<file path="config.mk">
export PLATFORM = sky130hd
export DESIGN_NAME = swr_host
export DESIGN_NICKNAME = d
export VERILOG_FILES = /design/src/rtl/swr_pkg.sv /design/src/rtl/swr_crc8.sv /design/src/rtl/swr_host.sv
export VERILOG_INCLUDE_DIRS = /design/src /design/src/rtl
export SDC_FILE = /design/constraint.sdc
export NUM_CORES = 1
export LEC_CHECK = 0
export BUFFER_PORTS_ARGS = -buffer_cell sky130_fd_sc_hd__buf_4
export CELL_PAD_IN_SITES_DETAIL_PLACEMENT = 0
export CELL_PAD_IN_SITES_GLOBAL_PLACEMENT = 1
export CORE_ASPECT_RATIO = 0.5
export CORE_UTILIZATION = 44
export DETAILED_ROUTE_END_ITERATION = 16
export GPL_TIMING_DRIVEN = 1
export PLACE_DENSITY_LB_ADDON = 0.1
export SYNTH_ARGS = -nofsm -noshare
export SYNTH_HDL_FRONTEND = slang
export SYNTH_SLANG_ARGS = --single-unit
</file>
<file path="constraint.sdc">
create_clock -name clk_i -period 2.89 [get_ports clk_i]
set_clock_uncertainty 0.2 [all_clocks]
set_input_delay 0 -clock clk_i [delete_from_list [all_inputs] [get_ports clk_i]]
set_output_delay 0 -clock clk_i [all_outputs]
set_load 0.02 [all_outputs]
</file>
<file path="src/rtl/swr_params.svh">
// Constants for the single-wire identity reader: timing, codes, CRC.
// Assumes a 100 MHz system clock; included by bare name.
`ifndef SWR_PARAMS_SVH
`define SWR_PARAMS_SVH

`define SWR_CLK_MHZ 100
// ------------------------------------------------------------
// Bus timing in microseconds
// ------------------------------------------------------------
`define SWR_T_RSTL_US 480
`define SWR_T_PRES_US 70
`define SWR_T_RSTH_US 480
`define SWR_T_W1L_US 6
`define SWR_T_W0L_US 60
`define SWR_T_RDL_US 6
`define SWR_T_RDS_US 15
`define SWR_T_SLOT_US 70
`define SWR_T_PROG_US 480
// ------------------------------------------------------------
// Codes and widths
// ------------------------------------------------------------
`define SWR_ID_BITS 64
`define SWR_CRC_RESET 8'h00
`define SWR_CRC_POLY 8'h8C
`define SWR_CMD_RD_ROM 8'hA1
`define SWR_CMD_MATCH_ROM 8'hA2
`define SWR_CMD_SEARCH_ROM 8'hA3
`define SWR_CMD_SKIP_ROM 8'hA4
`define SWR_TIMER_W 17

`endif

</file>
<file path="src/rtl/swr_pkg.sv">
// Types for the single-wire identity reader.
// Used with full package scope, never imported.
package swr_pkg;

  typedef enum logic [2:0] {
    SWR_OP_RESET = 3'h0,
    SWR_OP_WRITE = 3'h1,
    SWR_OP_READ = 3'h2,
    SWR_OP_IDENT = 3'h3,
    SWR_OP_PROG = 3'h4
  } swr_op_t;

  typedef enum logic [5:0] {
    SWR_ST_IDLE = 6'h01,
    SWR_ST_RSTL = 6'h02,
    SWR_ST_RSTH = 6'h04,
    SWR_ST_BIT = 6'h08,
    SWR_ST_PROG = 6'h10,
    SWR_ST_FIN = 6'h20
  } swr_state_t;

endpackage

</file>
<file path="src/rtl/swr_crc8.sv">
// Serial CRC-8 accumulator for the identity code.
// Assumes bits are offered one per shift strobe, least significant first.
`timescale 1ns/1ps
`default_nettype none
`include "swr_params.svh"

module swr_crc8 (
  input wire logic clk_i,
  input wire logic reset_i,
  input wire logic clear_i,
  input wire logic shift_i,
  input wire logic bit_i,
  output logic [7:0] crc_o
);

  logic [7:0] crc_reg;
  logic fb;

  assign fb = bit_i ^ crc_reg[0];
  assign crc_o = crc_reg;

  // Reflected form of x^8+x^5+x^4+1, shifted right
  always_ff @(posedge clk_i) begin
    if (reset_i || clear_i) begin
      crc_reg <= `SWR_CRC_RESET;
    end else if (shift_i) begin
      crc_reg <= {1'b0, crc_reg[7:1]} ^ (fb ? `SWR_CRC_POLY : 8'h00);
    end
  end

endmodule
`default_nettype wire

</file>
<file path="src/rtl/swr_host.sv">
// Single-wire bus master: bus reset with presence check, byte transfers,
// identity read with CRC check, and programming pulse control.
// Assumes an external open-drain buffer with pull-up on the line and a
// separate programming-voltage switch driven by prog_en_o.
`timescale 1ns/1ps
`default_nettype none
`include "swr_params.svh"

// Contract
// - CRC generator polynomial is x^8 + x^5 + x^4 + 1, shift register form.
// - CRC accumulator is cleared to zero before the first identity bit.
// - Bits enter the CRC one at a time, family code LSB first.
// - After 56 bits the accumulator holds the identity CRC value.
// - Shifting the stored CRC in too leaves zero; that validates the identity.
// - Master opens each transaction with Read, Match, Search or Skip ROM; host refuses only non-ROM writes before one, reads run unchecked.
// - After a ROM command, one of five memory function commands may follow.
// - Every bit travels least significant bit first, both directions.
// - Master programs by normal signalling then a brief programming-level pulse.
module swr_host #(
  parameter int RSTL_CYC = `SWR_T_RSTL_US * `SWR_CLK_MHZ,
  parameter int PRES_CYC = `SWR_T_PRES_US * `SWR_CLK_MHZ,
  parameter int RSTH_CYC = `SWR_T_RSTH_US * `SWR_CLK_MHZ,
  parameter int PROG_CYC = `SWR_T_PROG_US * `SWR_CLK_MHZ,
  parameter int W1L_CYC = `SWR_T_W1L_US * `SWR_CLK_MHZ,
  parameter int W0L_CYC = `SWR_T_W0L_US * `SWR_CLK_MHZ,
  parameter int RDL_CYC = `SWR_T_RDL_US * `SWR_CLK_MHZ,
  parameter int RDS_CYC = `SWR_T_RDS_US * `SWR_CLK_MHZ,
  parameter int SLOT_CYC = `SWR_T_SLOT_US * `SWR_CLK_MHZ
) (
  input wire logic clk_i,
  input wire logic reset_i,
  input wire logic cmd_valid_i,
  input wire logic [2:0] cmd_op_i,
  input wire logic [7:0] cmd_data_i,
  output logic cmd_ready_o,
  output logic done_o,
  output logic refused_o,
  output logic presence_o,
  output logic rom_sel_o,
  output logic [7:0] rd_data_o,
  output logic [63:0] ident_o,
  output logic crc_ok_o,
  output logic prog_en_o,
  input wire logic dq_i,
  output logic dq_o,
  output logic dq_oe_n_o
);

  localparam int TW = `SWR_TIMER_W;
  localparam int NB = `SWR_ID_BITS;

  swr_pkg::swr_state_t state_reg;
  logic [TW-1:0] timer_reg;
  logic [NB-1:0] shift_reg;
  logic [NB-1:0] shift_next;
  logic [6:0] bit_cnt_reg;
  logic [6:0] bit_total_reg;
  logic write_reg;
  logic ident_reg;
  logic rom_cmd_reg;
  logic samp_reg;
  logic sync1_reg, sync2_reg, sync3_reg, line_reg;
  logic [TW-1:0] low_len;
  logic slot_end;
  logic last_bit;
  logic is_rom_code;
  logic crc_clear;
  logic crc_shift;
  logic [7:0] crc_val;

  // ------------------------------------------------------------
  // Line input synchroniser
  // ------------------------------------------------------------
  always_ff @(posedge clk_i) begin
    if (reset_i) begin
      sync1_reg <= 1'b1;
      sync2_reg <= 1'b1;
      sync3_reg <= 1'b1;
      line_reg <= 1'b1;
    end else begin
      sync1_reg <= dq_i;
      sync2_reg <= sync1_reg;
      sync3_reg <= sync2_reg;
      if (sync2_reg == sync3_reg) begin
        line_reg <= sync3_reg;
      end
    end
  end

  // ------------------------------------------------------------
  // Slot decode
  // ------------------------------------------------------------
  assign is_rom_code = (cmd_data_i == `SWR_CMD_RD_ROM) || (cmd_data_i == `SWR_CMD_MATCH_ROM)
    || (cmd_data_i == `SWR_CMD_SEARCH_ROM) || (cmd_data_i == `SWR_CMD_SKIP_ROM);
  assign low_len = !write_reg ? TW'(RDL_CYC) : (shift_reg[0] ? TW'(W1L_CYC) : TW'(W0L_CYC));
  assign slot_end = (state_reg == swr_pkg::SWR_ST_BIT) && (timer_reg == TW'(SLOT_CYC - 1));
  assign last_bit = (bit_cnt_reg == bit_total_reg - 7'h01);
  // Read bits land at the top, so an LSB-first read byte ends in the top eight bits
  assign shift_next = {(write_reg ? 1'b1 : samp_reg), shift_reg[NB-1:1]};

  // ------------------------------------------------------------
  // Identity CRC
  // ------------------------------------------------------------
  assign crc_clear = (state_reg == swr_pkg::SWR_ST_RSTL);
  assign crc_shift = slot_end && ident_reg && !write_reg;

  swr_crc8 u_crc (
    .clk_i(clk_i),
    .reset_i(reset_i),
    .clear_i(crc_clear),
    .shift_i(crc_shift),
    .bit_i(samp_reg),
    .crc_o(crc_val)
  );

  // ------------------------------------------------------------
  // Sequencer
  // ------------------------------------------------------------
  always_ff @(posedge clk_i) begin
    if (reset_i) begin
      state_reg <= swr_pkg::SWR_ST_IDLE;
      timer_reg <= '0;
      shift_reg <= '0;
      bit_cnt_reg <= 7'h00;
      bit_total_reg <= 7'h08;
      write_reg <= 1'b0;
      ident_reg <= 1'b0;
      dq_oe_n_o <= 1'b1;
      prog_en_o <= 1'b0;
    end else begin
      case (state_reg)
        swr_pkg::SWR_ST_IDLE: begin
          timer_reg <= '0;
          if (cmd_valid_i) begin
            case (swr_pkg::swr_op_t'(cmd_op_i))
              swr_pkg::SWR_OP_RESET, swr_pkg::SWR_OP_IDENT: begin
                ident_reg <= (cmd_op_i == swr_pkg::SWR_OP_IDENT);
                dq_oe_n_o <= 1'b0;
                state_reg <= swr_pkg::SWR_ST_RSTL;
              end
              swr_pkg::SWR_OP_WRITE: begin
                ident_reg <= 1'b0;
                if (rom_sel_o || is_rom_code) begin
                  shift_reg <= {56'h0, cmd_data_i};
                  write_reg <= 1'b1;
                  bit_total_reg <= 7'h08;
                  bit_cnt_reg <= 7'h00;
                  dq_oe_n_o <= 1'b0;
                  state_reg <= swr_pkg::SWR_ST_BIT;
                end else begin
                  state_reg <= swr_pkg::SWR_ST_FIN;
                end
              end
              swr_pkg::SWR_OP_READ: begin
                ident_reg <= 1'b0;
                write_reg <= 1'b0;
                bit_total_reg <= 7'h08;
                bit_cnt_reg <= 7'h00;
                dq_oe_n_o <= 1'b0;
                state_reg <= swr_pkg::SWR_ST_BIT;
              end
              swr_pkg::SWR_OP_PROG: begin
                ident_reg <= 1'b0;
                prog_en_o <= 1'b1;
                state_reg <= swr_pkg::SWR_ST_PROG;
              end
              default: begin
                state_reg <= swr_pkg::SWR_ST_FIN;
              end
            endcase
          end
        end
        swr_pkg::SWR_ST_RSTL: begin
          timer_reg <= timer_reg + TW'(1);
          if (timer_reg == TW'(RSTL_CYC - 1)) begin
            dq_oe_n_o <= 1'b1;
            timer_reg <= '0;
            state_reg <= swr_pkg::SWR_ST_RSTH;
          end
        end
        swr_pkg::SWR_ST_RSTH: begin
          timer_reg <= timer_reg + TW'(1);
          if (timer_reg == TW'(RSTH_CYC - 1)) begin
            timer_reg <= '0;
            if (ident_reg && presence_o) begin
              shift_reg <= {56'h0, `SWR_CMD_RD_ROM};
              write_reg <= 1'b1;
              bit_total_reg <= 7'h08;
              bit_cnt_reg <= 7'h00;
              dq_oe_n_o <= 1'b0;
              state_reg <= swr_pkg::SWR_ST_BIT;
            end else begin
              state_reg <= swr_pkg::SWR_ST_FIN;
            end
          end
        end
        swr_pkg::SWR_ST_BIT: begin
          timer_reg <= timer_reg + TW'(1);
          if (timer_reg == low_len - TW'(1)) begin
            dq_oe_n_o <= 1'b1;
          end
          if (slot_end) begin
            timer_reg <= '0;
            shift_reg <= shift_next;
            bit_cnt_reg <= bit_cnt_reg + 7'h01;
            if (!last_bit) begin
              dq_oe_n_o <= 1'b0;
            end else if (ident_reg && write_reg) begin
              // Command byte out, now pull in the whole identity
              write_reg <= 1'b0;
              bit_total_reg <= 7'(NB);
              bit_cnt_reg <= 7'h00;
              dq_oe_n_o <= 1'b0;
            end else begin
              state_reg <= swr_pkg::SWR_ST_FIN;
            end
          end
        end
        swr_pkg::SWR_ST_PROG: begin
          timer_reg <= timer_reg + TW'(1);
          if (timer_reg == TW'(PROG_CYC - 1)) begin
            prog_en_o <= 1'b0;
            state_reg <= swr_pkg::SWR_ST_FIN;
          end
        end
        swr_pkg::SWR_ST_FIN: begin
          state_reg <= swr_pkg::SWR_ST_IDLE;
        end
        default: begin
          dq_oe_n_o <= 1'b1;
          prog_en_o <= 1'b0;
          state_reg <= swr_pkg::SWR_ST_IDLE;
        end
      endcase
    end
  end

  // ------------------------------------------------------------
  // Sampling and presence
  // ------------------------------------------------------------
  always_ff @(posedge clk_i) begin
    if (reset_i) begin
      samp_reg <= 1'b1;
      presence_o <= 1'b0;
    end else begin
      if (state_reg == swr_pkg::SWR_ST_BIT && timer_reg == TW'(RDS_CYC)) begin
        samp_reg <= line_reg;
      end
      if (state_reg == swr_pkg::SWR_ST_RSTL) begin
        presence_o <= 1'b0;
      end else if (state_reg == swr_pkg::SWR_ST_RSTH && timer_reg == TW'(PRES_CYC)) begin
        presence_o <= !line_reg;
      end
    end
  end

  // ------------------------------------------------------------
  // Results and ROM-level selection state
  // ------------------------------------------------------------
  always_ff @(posedge clk_i) begin
    if (reset_i) begin
      done_o <= 1'b0;
      refused_o <= 1'b0;
      rom_sel_o <= 1'b0;
      rom_cmd_reg <= 1'b0;
      rd_data_o <= 8'h00;
      ident_o <= 64'h0;
      crc_ok_o <= 1'b0;
    end else begin
      done_o <= (state_reg == swr_pkg::SWR_ST_FIN);
      refused_o <= (state_reg == swr_pkg::SWR_ST_IDLE) && cmd_valid_i
        && (cmd_op_i == swr_pkg::SWR_OP_WRITE) && !rom_sel_o && !is_rom_code;
      if (state_reg == swr_pkg::SWR_ST_IDLE && cmd_valid_i) begin
        rom_cmd_reg <= (cmd_op_i == swr_pkg::SWR_OP_WRITE) && is_rom_code;
      end
      if (state_reg == swr_pkg::SWR_ST_RSTL) begin
        rom_sel_o <= 1'b0;
      end else if (state_reg == swr_pkg::SWR_ST_FIN) begin
        if (ident_reg) begin
          // CRC over all 64 bits must come back to zero
          ident_o <= shift_reg;
          crc_ok_o <= presence_o && (crc_val == 8'h00);
          rom_sel_o <= presence_o && (crc_val == 8'h00);
        end else if (rom_cmd_reg && write_reg) begin
          rom_sel_o <= 1'b1;
        end
        if (!write_reg) begin
          rd_data_o <= shift_reg[NB-1:NB-8];
        end
      end
    end
  end

  always_ff @(posedge clk_i) begin
    if (reset_i) begin
      cmd_ready_o <= 1'b0;
      dq_o <= 1'b0;
    end else begin
      // Ready in idle with no request this cycle, and in the finish state
      cmd_ready_o <= (state_reg == swr_pkg::SWR_ST_IDLE && !cmd_valid_i)
        || (state_reg == swr_pkg::SWR_ST_FIN);
      dq_o <= 1'b0;
    end
  end

endmodule
`default_nettype wire

</file>
* Yosys cells after proc, flatten, opt, wreduce, memory -nomap -nowiden
Cells that the tools add are included.
** Storage, ports and cells
- Bits of input ports :: 15
- Bits in writable memories :: 0
- Latch bits :: 0
- Bits in read-only memories :: 0
- Memories kept :: 0
- Logic and storage cells :: 189
- Register bits after elaboration :: 197
- Output and inout bits :: 81
** Operators by class
- Equality and inequality tests :: 36
- Shifts and indexed selects :: 0
- $lt $le $gt $ge :: 0
- Reductions and logical operators :: 49
- Div/mod/pow operators :: 0
- Mux-type cells :: 70
- Bitwise logic cells :: 6
- $add $sub $neg :: 4
- $mul :: 0
** Operators by type and width (number)
- 64-bit two-way mux :: 6
- 64-bit case mux with 3 select lines :: 1
- 7-bit two-way mux :: 14
- 17-bit case mux with 4 select lines :: 1
- 6-bit two-way mux :: 9
- 7-bit case mux with 3 select lines :: 2
- 17-bit by 13-bit equality test with 1-bit output (second input constant) :: 2
- 17-bit two-way mux :: 2
- 8-bit equality test (second input constant) :: 4
- 6-bit case mux with 5 select lines :: 1
- 7-bit case mux with 2 select lines :: 2
- 7-bit AND reduction :: 4
- 13-bit two-way mux :: 2
- 6-bit case mux with 4 select lines :: 1
- 1-bit two-way mux :: 22
- 2-bit inequality test (second input constant) :: 10
- 17-bit by 1-bit adder with 17-bit output (second input constant) :: 1
- 17-bit by 11-bit equality test with 1-bit output (second input constant) :: 1
- 17-bit by 16-bit equality test with 1-bit output (second input constant) :: 1
- 17-bit equality test :: 1
- 1-bit logical AND :: 15
- 13-bit by 1-bit subtractor with 14-bit output (second input constant) :: 1
- 3-bit AND reduction :: 3
- 9-bit AND reduction :: 1
- other kinds (36) :: 58

* Longest topological paths before layout
Gate-level depths: netlist of the first run.
- Depth after elaboration :: 9
- Mapped depth :: 10
- Gate-level depth less buffers :: 8

* By module
Synthesis of the first run repeated with hierarchy kept, for this count alone.
** Unflattened totals
- Cells, all modules :: 971
- Area, all modules :: 7985.2 um^2
** By module, submodules not included
- swr_host :: instances 1, seq. area each 3683.5 um^2, cells an instance 937, area an instance 7639.8 um^2
- swr_crc8 :: instances 1, seq. area each 160.2 um^2, cells an instance 34, area an instance 345.3 um^2

* Least setup slack after synthesis of the first run
Ideal clock, no wire load.
- Path type :: register to register
- Start :: register timer_reg[13]
- End :: register shift_reg[6]
- Slack :: 0.322 ns
- Arrival time :: 2.237 ns
- Cell stages (with the launch flop) :: 9
- Library setup time :: 0.131 ns
- Data required time :: 2.559 ns
- Cell sequence :: dfxtp_1 -> or4_4 -> or4_4 -> buf_6 -> nand2_4 -> nand4_2 -> buf_2 -> a221oi_2 -> nor3_2
** On the way
- Word-level cells in the longest chain between the ends :: 4
- Elaborated cells on any way between the ends :: 6
- Those cells by class :: 4 x eq/ne; 2 x reduce/logical
** Ends and longest elaborated chain
- start: declaration :: RTL line swr_host.sv:53 : logic [TW-1:0] timer_reg;
- start signal: assignment :: RTL line swr_host.sv:174 : timer_reg <= timer_reg + TW'(1);
- start signal: assignment :: RTL line swr_host.sv:182 : timer_reg <= timer_reg + TW'(1);
- start signal: assignment :: RTL line swr_host.sv:198 : timer_reg <= timer_reg + TW'(1);
- 17-bit by 13-bit equality test with 1-bit output :: RTL line swr_host.sv:96 : assign slot_end = (state_reg == swr_pkg::SWR_ST_BIT) && (timer_reg == TW'(SLOT_CYC - 1));
- 1-bit logical AND :: RTL line swr_host.sv:96
- 2-bit inequality test (no line)
- 7-bit AND reduction (no line) *
- end signal: assignment :: RTL line swr_host.sv:144 : shift_reg <= {56'h0, cmd_data_i};
- end signal: assignment :: RTL line swr_host.sv:186 : shift_reg <= {56'h0, `SWR_CMD_RD_ROM};
- end signal: assignment :: RTL line swr_host.sv:204 : shift_reg <= shift_next;
- end: declaration :: RTL line swr_host.sv:54 : logic [NB-1:0] shift_reg;
Every way passes the cells marked *; elsewhere a longest branch is shown, timed or not.
A chain may end at the register's enable or synchronous reset.

* Final worst setup path of the first run
- Start :: register timer_reg[10]
- End :: register prog_en_o
** On the way
- Word-level cells in the longest chain between the ends :: 3
** Ends and longest elaborated chain
- 17-bit by 16-bit equality test with 1-bit output :: RTL line swr_host.sv:221 : if (timer_reg == TW'(PROG_CYC - 1)) begin
- 2-bit inequality test (no line)
- 4-bit AND reduction (no line)
- end signal: assignment :: RTL line swr_host.sv:164 : prog_en_o <= 1'b1;
- end signal: assignment :: RTL line swr_host.sv:222 : prog_en_o <= 1'b0;
- end signal: assignment :: RTL line swr_host.sv:231 : prog_en_o <= 1'b0;
- end: declaration :: RTL line swr_host.sv:43 : output logic prog_en_o,
Every way passes these cells.

==> results of run 1 <==
[area by class of cell]
class	count	area, um^2	share of cell area, %
clock buffers	20	457	4.63
multi-input cells	716	3880	39.4
well taps	234	293	2.97
flip-flops and latches	192	3840	39.0
clock inverters	12	146	1.49
repair buffers	148	1200	12.2
inverters	9	33.8	0.343
[final timing paths]
kind,from,slack (ns),end,cells past startpoint
min,dq_i,0.11,sync1_reg,3
max,timer_reg[10],0.12,prog_en_o,7
min reg2reg,sync1_reg,0.21,sync2_reg,1
max reg2reg,timer_reg[10],0.12,prog_en_o,7
[synthesized netlist by cell type (all sizes together), types with 5 or more instances]
| library cell | instances | share of area (%) |
|---|---|---|
| a21oi | 154 | 9.9 |
| nor4 | 9 | 0.76 |
| dfxtp | 192 | 47 |
| mux2i | 12 | 1.5 |
| xor2 | 5 | 0.53 |
| inv | 9 | 0.41 |
| clkbuf | 42 | 2.0 |
| buf | 28 | 3.5 |
| o21ai | 26 | 1.8 |
| nor2 | 51 | 2.3 |
| nand4 | 12 | 0.99 |
| xnor2 | 5 | 0.53 |
| nand2 | 232 | 11 |
| and3 | 9 | 0.70 |
| a31oi | 11 | 0.84 |
| a221oi | 6 | 0.79 |
| or3 | 6 | 0.47 |
| nor3 | 15 | 1.0 |
| nor2b | 6 | 0.46 |
| nand3 | 73 | 5.1 |
| or2 | 9 | 0.69 |
[metal layers]
| layer | vias up | part of all wire (%) |
|---|---|---|
| met2 | 160 | 46 |
| met4 | 0 | 0.84 |
| met1 | 3492 | 49 |
| li1 | 3626 | - |
| met3 | 17 | 4.3 |
| met5 | - | 0 |
[timing repair]
item / CTS / global route
endpoints found under the hold margin: 24 / 0
gates resized for setup: 0 / 2
hold buffers: 16 / 0
setup endpoints to repair: 0 / 44
[cell families after synthesis]
family | synth area share [%]
xor gates and xnor gates | 1.07
buffers and inverters | 6.02
muxes | 1.47
DFF | 46.9
adders and majority gates | 0.458
AOI/OAI and AO/OA | 17.5
and+or+nand+nor | 26.5
other | 0.0458
[metrics by stage]
step                      hold slack, ns  utilization [%]  total power, uW
after floorplan                  -0.0962                -             3240
after global placement           -0.0108             51.1             3470
after detailed placement         -0.0121             51.1             3470
after CTS                         0.0846             55.4             5900
after global routing               0.121             55.4             6090
final                              0.109             55.4             5850
[worst min-delay path, cell delays in order]
cell and delay (ns):
dlygate4sd3_1 0.53, buf_4 0.10, or2_2 0.08
[power by group]
group	total (uW)	internal (uW)	leakage [uW]	switching, uW
registers	2740	2690	0.00155	49.8
logic	705	275	0.00167	430
clock network	2410	1280	0.000295	1140
==> run metrics, run 1 <==
met2 GRT Util=35.5%; layout cell share with drive strength beyond 1=20.4%; RSZ-0062 raised after global routing=false; drt pass-1 iters=5; Worst EP arrival=2.87 ns; post-CTS setup buffers=0; die width=195 um; CTS Buf Count=17; delay-heaviest family, CP=simple AND/OR/NAND/NOR gates; sequential fraction of the synthesis area=46.9%; Worst Path Required=2.99 ns; crit-path max FO=9; initial core utilization=46.1%; Worst-Margin Slew=0.720 ns; vias in the first global route=6,787; status=complete, no violations; total core area=0.0178 mm^2; Clock Sinks=192; syn nets=1,006; final hold viol count=0; Final ANT Viol Nets=0; Primary FF master, synth=dfxtp_1; post-synthesis cell type count=85; worst slack, placed=0.116 ns; Max VDD drop=0.000427 V; Longest Clk Path Bufs=2; Cell Area, Placed=0.00909 mm^2; Buf/Inv on CP=1; Pwr per Cell Area=594 mW/mm^2; post-DP HPWL=14,000 um; EDFF count, synth=0; f_max=362 MHz; crit path capture type=register; synth-to-layout area growth=20.4%; Final setup violation count=0; Max-Cap Viols=0; syn avg cell area=8.29 um^2; initial antenna violation count=0; Avg Vias per Cell=5.48; Rel. slew slack=52.0%; hold crit path type=in2reg; # fillers=1,700; min cycle time layout=2.77 ns; GPL Wtd Cong=0.861; Post-Syn Area=0.00819 mm^2; # nets final=1,102; Critical Setup Path Class=reg2reg; #FFs+latches synth=192; final WL=21,100 um; Placed Cells incl. Taps=1,283; global-route usage over all layers=22.4%; fin. max-slew vios=0; final worst-path cycle share=95.7%; Leak Pwr=0.00351 uW; met1 Use GR=31.0%; vias=7,295; CP startpoint kind=register; n_diodes=0; CTS H-tree lvls=4; Site Rows=34; Crit-path slowest cell=or3_1; commonest non-fill, non-tap cell in the layout=nand2_1; CTS tree=built; pin count of the biggest net entering global routing=149; clk slew on worst S/H paths=0.08 ns; commonest non-fill, non-tap cells in the layout=nand2_1 (229), dfxtp_1 (192), a21oi_1 (144), buf_4 (127), nand3_1 (63); IO buf count=94; post-route insts no fill=1,331; crit-path max cell delay=0.48 ns; clk_lat worst skew=0.44 ns; Avg WL per Cell=15.9 um; # IOs=96; share of flip-flops with an asynchronous set or reset=0%; first-pass GRT wire length=34,800 um; crit path cell chain=or3b_1 -> or2_1 -> or3_1 -> a2111oi_0 -> buf_4 -> mux2i_1 -> nor2_1; Setup TNS Final=0 ns; met3 capacity usage during global routing=4.21%; Mapped Cells=988; Die ar.=0.0192 mm^2; Die Span Y=98.5 um; final setup margin=0.124 ns; Finished Cell Area=0.00986 mm^2; # DRC=0; GRT busiest layer=met2; total grt overflow=0; Synth warnings=0; initial DRC count=418; root buffer cell=clkbuf_16
No activity file was read; power rests on OpenSTA's default activity.
==> inputs of run 2 (changes only) <==
==> constraint.sdc (replaced) <==
create_clock -name clk_i -period 2.89 [get_ports clk_i]
set_clock_uncertainty 0.2 [all_clocks]
set_input_delay 0.289 -clock clk_i [delete_from_list [all_inputs] [get_ports clk_i]]
set_output_delay 0.289 -clock clk_i [all_outputs]
set_load 0.02 [all_outputs]
==> run metrics, run 2 (synthesized netlist as in run 1, its figures left out) <==
Rel. slew slack=52.8%; fin. max-slew vios=0; Reg area=0.00384 mm^2; Avg WL per Cell=16.1 um; final worst-path cycle share=97.4%; total power=5720 uW; total grt overflow=0; clock share of power=40.4%; # IOs=96; post-DP HPWL=13,600 um; hold worst-path end=shift_reg[5]; vias in the first global route=6,582; Switching Power=1600 uW; Die ar.=0.0192 mm^2; drt pass-1 iters=5; global-route usage over all layers=22.1%; initial DRC count=503; Flop pwr share=48.0%; Switching Fraction=28.0%; Site Rows=34; crit path capture type=register; r2r worst-path depth=7; Leak Pwr=0.00342 uW; clk slew on worst S/H paths=0.08 ns; n_diodes=0; f_max=355 MHz; reg2reg start=timer_reg[13]; Max VDD drop=0.000472 V; Avg Vias per Cell=5.56; HP Start=cmd_data_i[5]; hold crit path type=in2reg; final hold viol count=0; final WL=21,100 um; Final ANT Viol Nets=0; Worst EP arrival=2.90 ns; GPL Wtd Cong=0.919; CTS tree=built; first-pass GRT wire length=34,200 um; die width=195 um; pin count of the biggest net entering global routing=147; Pwr per Cell Area=590 mW/mm^2; commonest non-fill, non-tap cell in the layout=nand2_1; IO buf count=94; Critical Setup Path Class=reg2reg; clk_lat worst skew=0.44 ns; # fillers=1,699; synth-to-layout area growth=18.5%; Gate power share=11.6%; Max-Cap Viols=0; crit-path max FO=14; R2R setup slack=0.08 ns; CTS H-tree lvls=4; initial antenna violation count=0; layout cell share with drive strength beyond 1=19.8%; status=complete, no violations; vias=7,294; RR Endpoint=timer_reg[13]; Internal=4120 uW; # nets final=1,085; post-CTS setup buffers=0; RSZ-0062 raised after global routing=false; Worst Path Required=2.98 ns; CP startpoint kind=register; initial core utilization=46.1%; # DRC=0; Die Span Y=98.5 um; Clock Sinks=192; commonest non-fill, non-tap cells in the layout=nand2_1 (230), dfxtp_1 (192), a21oi_1 (144), buf_4 (115), nand3_1 (63); CTS Buf Count=17; total core area=0.0178 mm^2; Worst-Margin Slew=0.708 ns; root buffer cell=clkbuf_16; Final setup violation count=0; multi-input logic area=0.00388 mm^2; Longest Clk Path Bufs=2; Worst Hold Depth=3; Setup TNS Final=0 ns; min cycle time layout=2.81 ns
## run 2: worst max-delay path by stage
stage | startpoint | endpoint | cells past startpoint
after global routing | timer_reg[12] | prog_en_o | 6
after detailed placement | timer_reg[13] | shift_reg[50] | 7
final | timer_reg[13] | timer_reg[13] | 7
after global placement | timer_reg[13] | shift_reg[48] | 7
after CTS | timer_reg[13] | timer_reg[13] | 7
after floorplan | timer_reg[13] | shift_reg[6] | 8
## run 2: cell type report
class	count	area share (%)
Clock buffer	19	4.67
Sequential cell	192	39.6
Timing Repair Buffer	131	11.1
Tap cell	234	3.02
Inverter	9	0.348
Clock inverter	12	1.26
Multi-Input combinational cell	716	40.0
## run 2: through the flow
stage | setup slack (ns) | instance area [um^2] | std cells | utilization, % | hold WS [ns]
2_1_floorplan | 0.322 | 8190 | 988 | - | 0.189
5_1_grt | 0.00282 | 9700 | 1313 | 54.6 | 0.0594
3_5_place_dp | 0.112 | 9020 | 1273 | 50.8 | 0.199
3_3_place_gp | 0.173 | 9020 | 1273 | 50.8 | 0.202
6_report | 0.0764 | 9700 | 1313 | 54.6 | 0.0323
4_1_cts | 0.0670 | 9690 | 1313 | 54.5 | 0.0102
## run 2: what timing repair did
item                       in CTS  in global routing
setup endpoints to repair       0                 38
gates resized for setup         0                  3
hold buffers                    9                  0
hold endpoints to repair       15                  0
## run 2: power groups by stage
stage | combinational [uW] | clock (uW) | sequential, uW
6_report | 663 | 2310 | 2750
5_1_grt | 721 | 2480 | 2760
3_3_place_gp | 642 | 0 | 2810
2_1_floorplan | 434 | 0 | 2800
3_5_place_dp | 643 | 0 | 2810
4_1_cts | 657 | 2370 | 2750
## run 2: per-layer routing
layer	share of wire (%)	GRT usage [%]	wire [um]
met1	49	31.3	10300
met3	3.7	3.76	789
met2	46	34.9	9750
met5	0	0	0
met4	0.96	5.94	202
## run 2: worst max-delay path, cell delays in order (launching register included)
cell	delay, ns
dfxtp_1	0.37
or4_4	0.57
or4_4	0.62
a22oi_2	0.22
nand2_1	0.19
buf_6	0.22
a41oi_1	0.21
a31oi_1	0.07
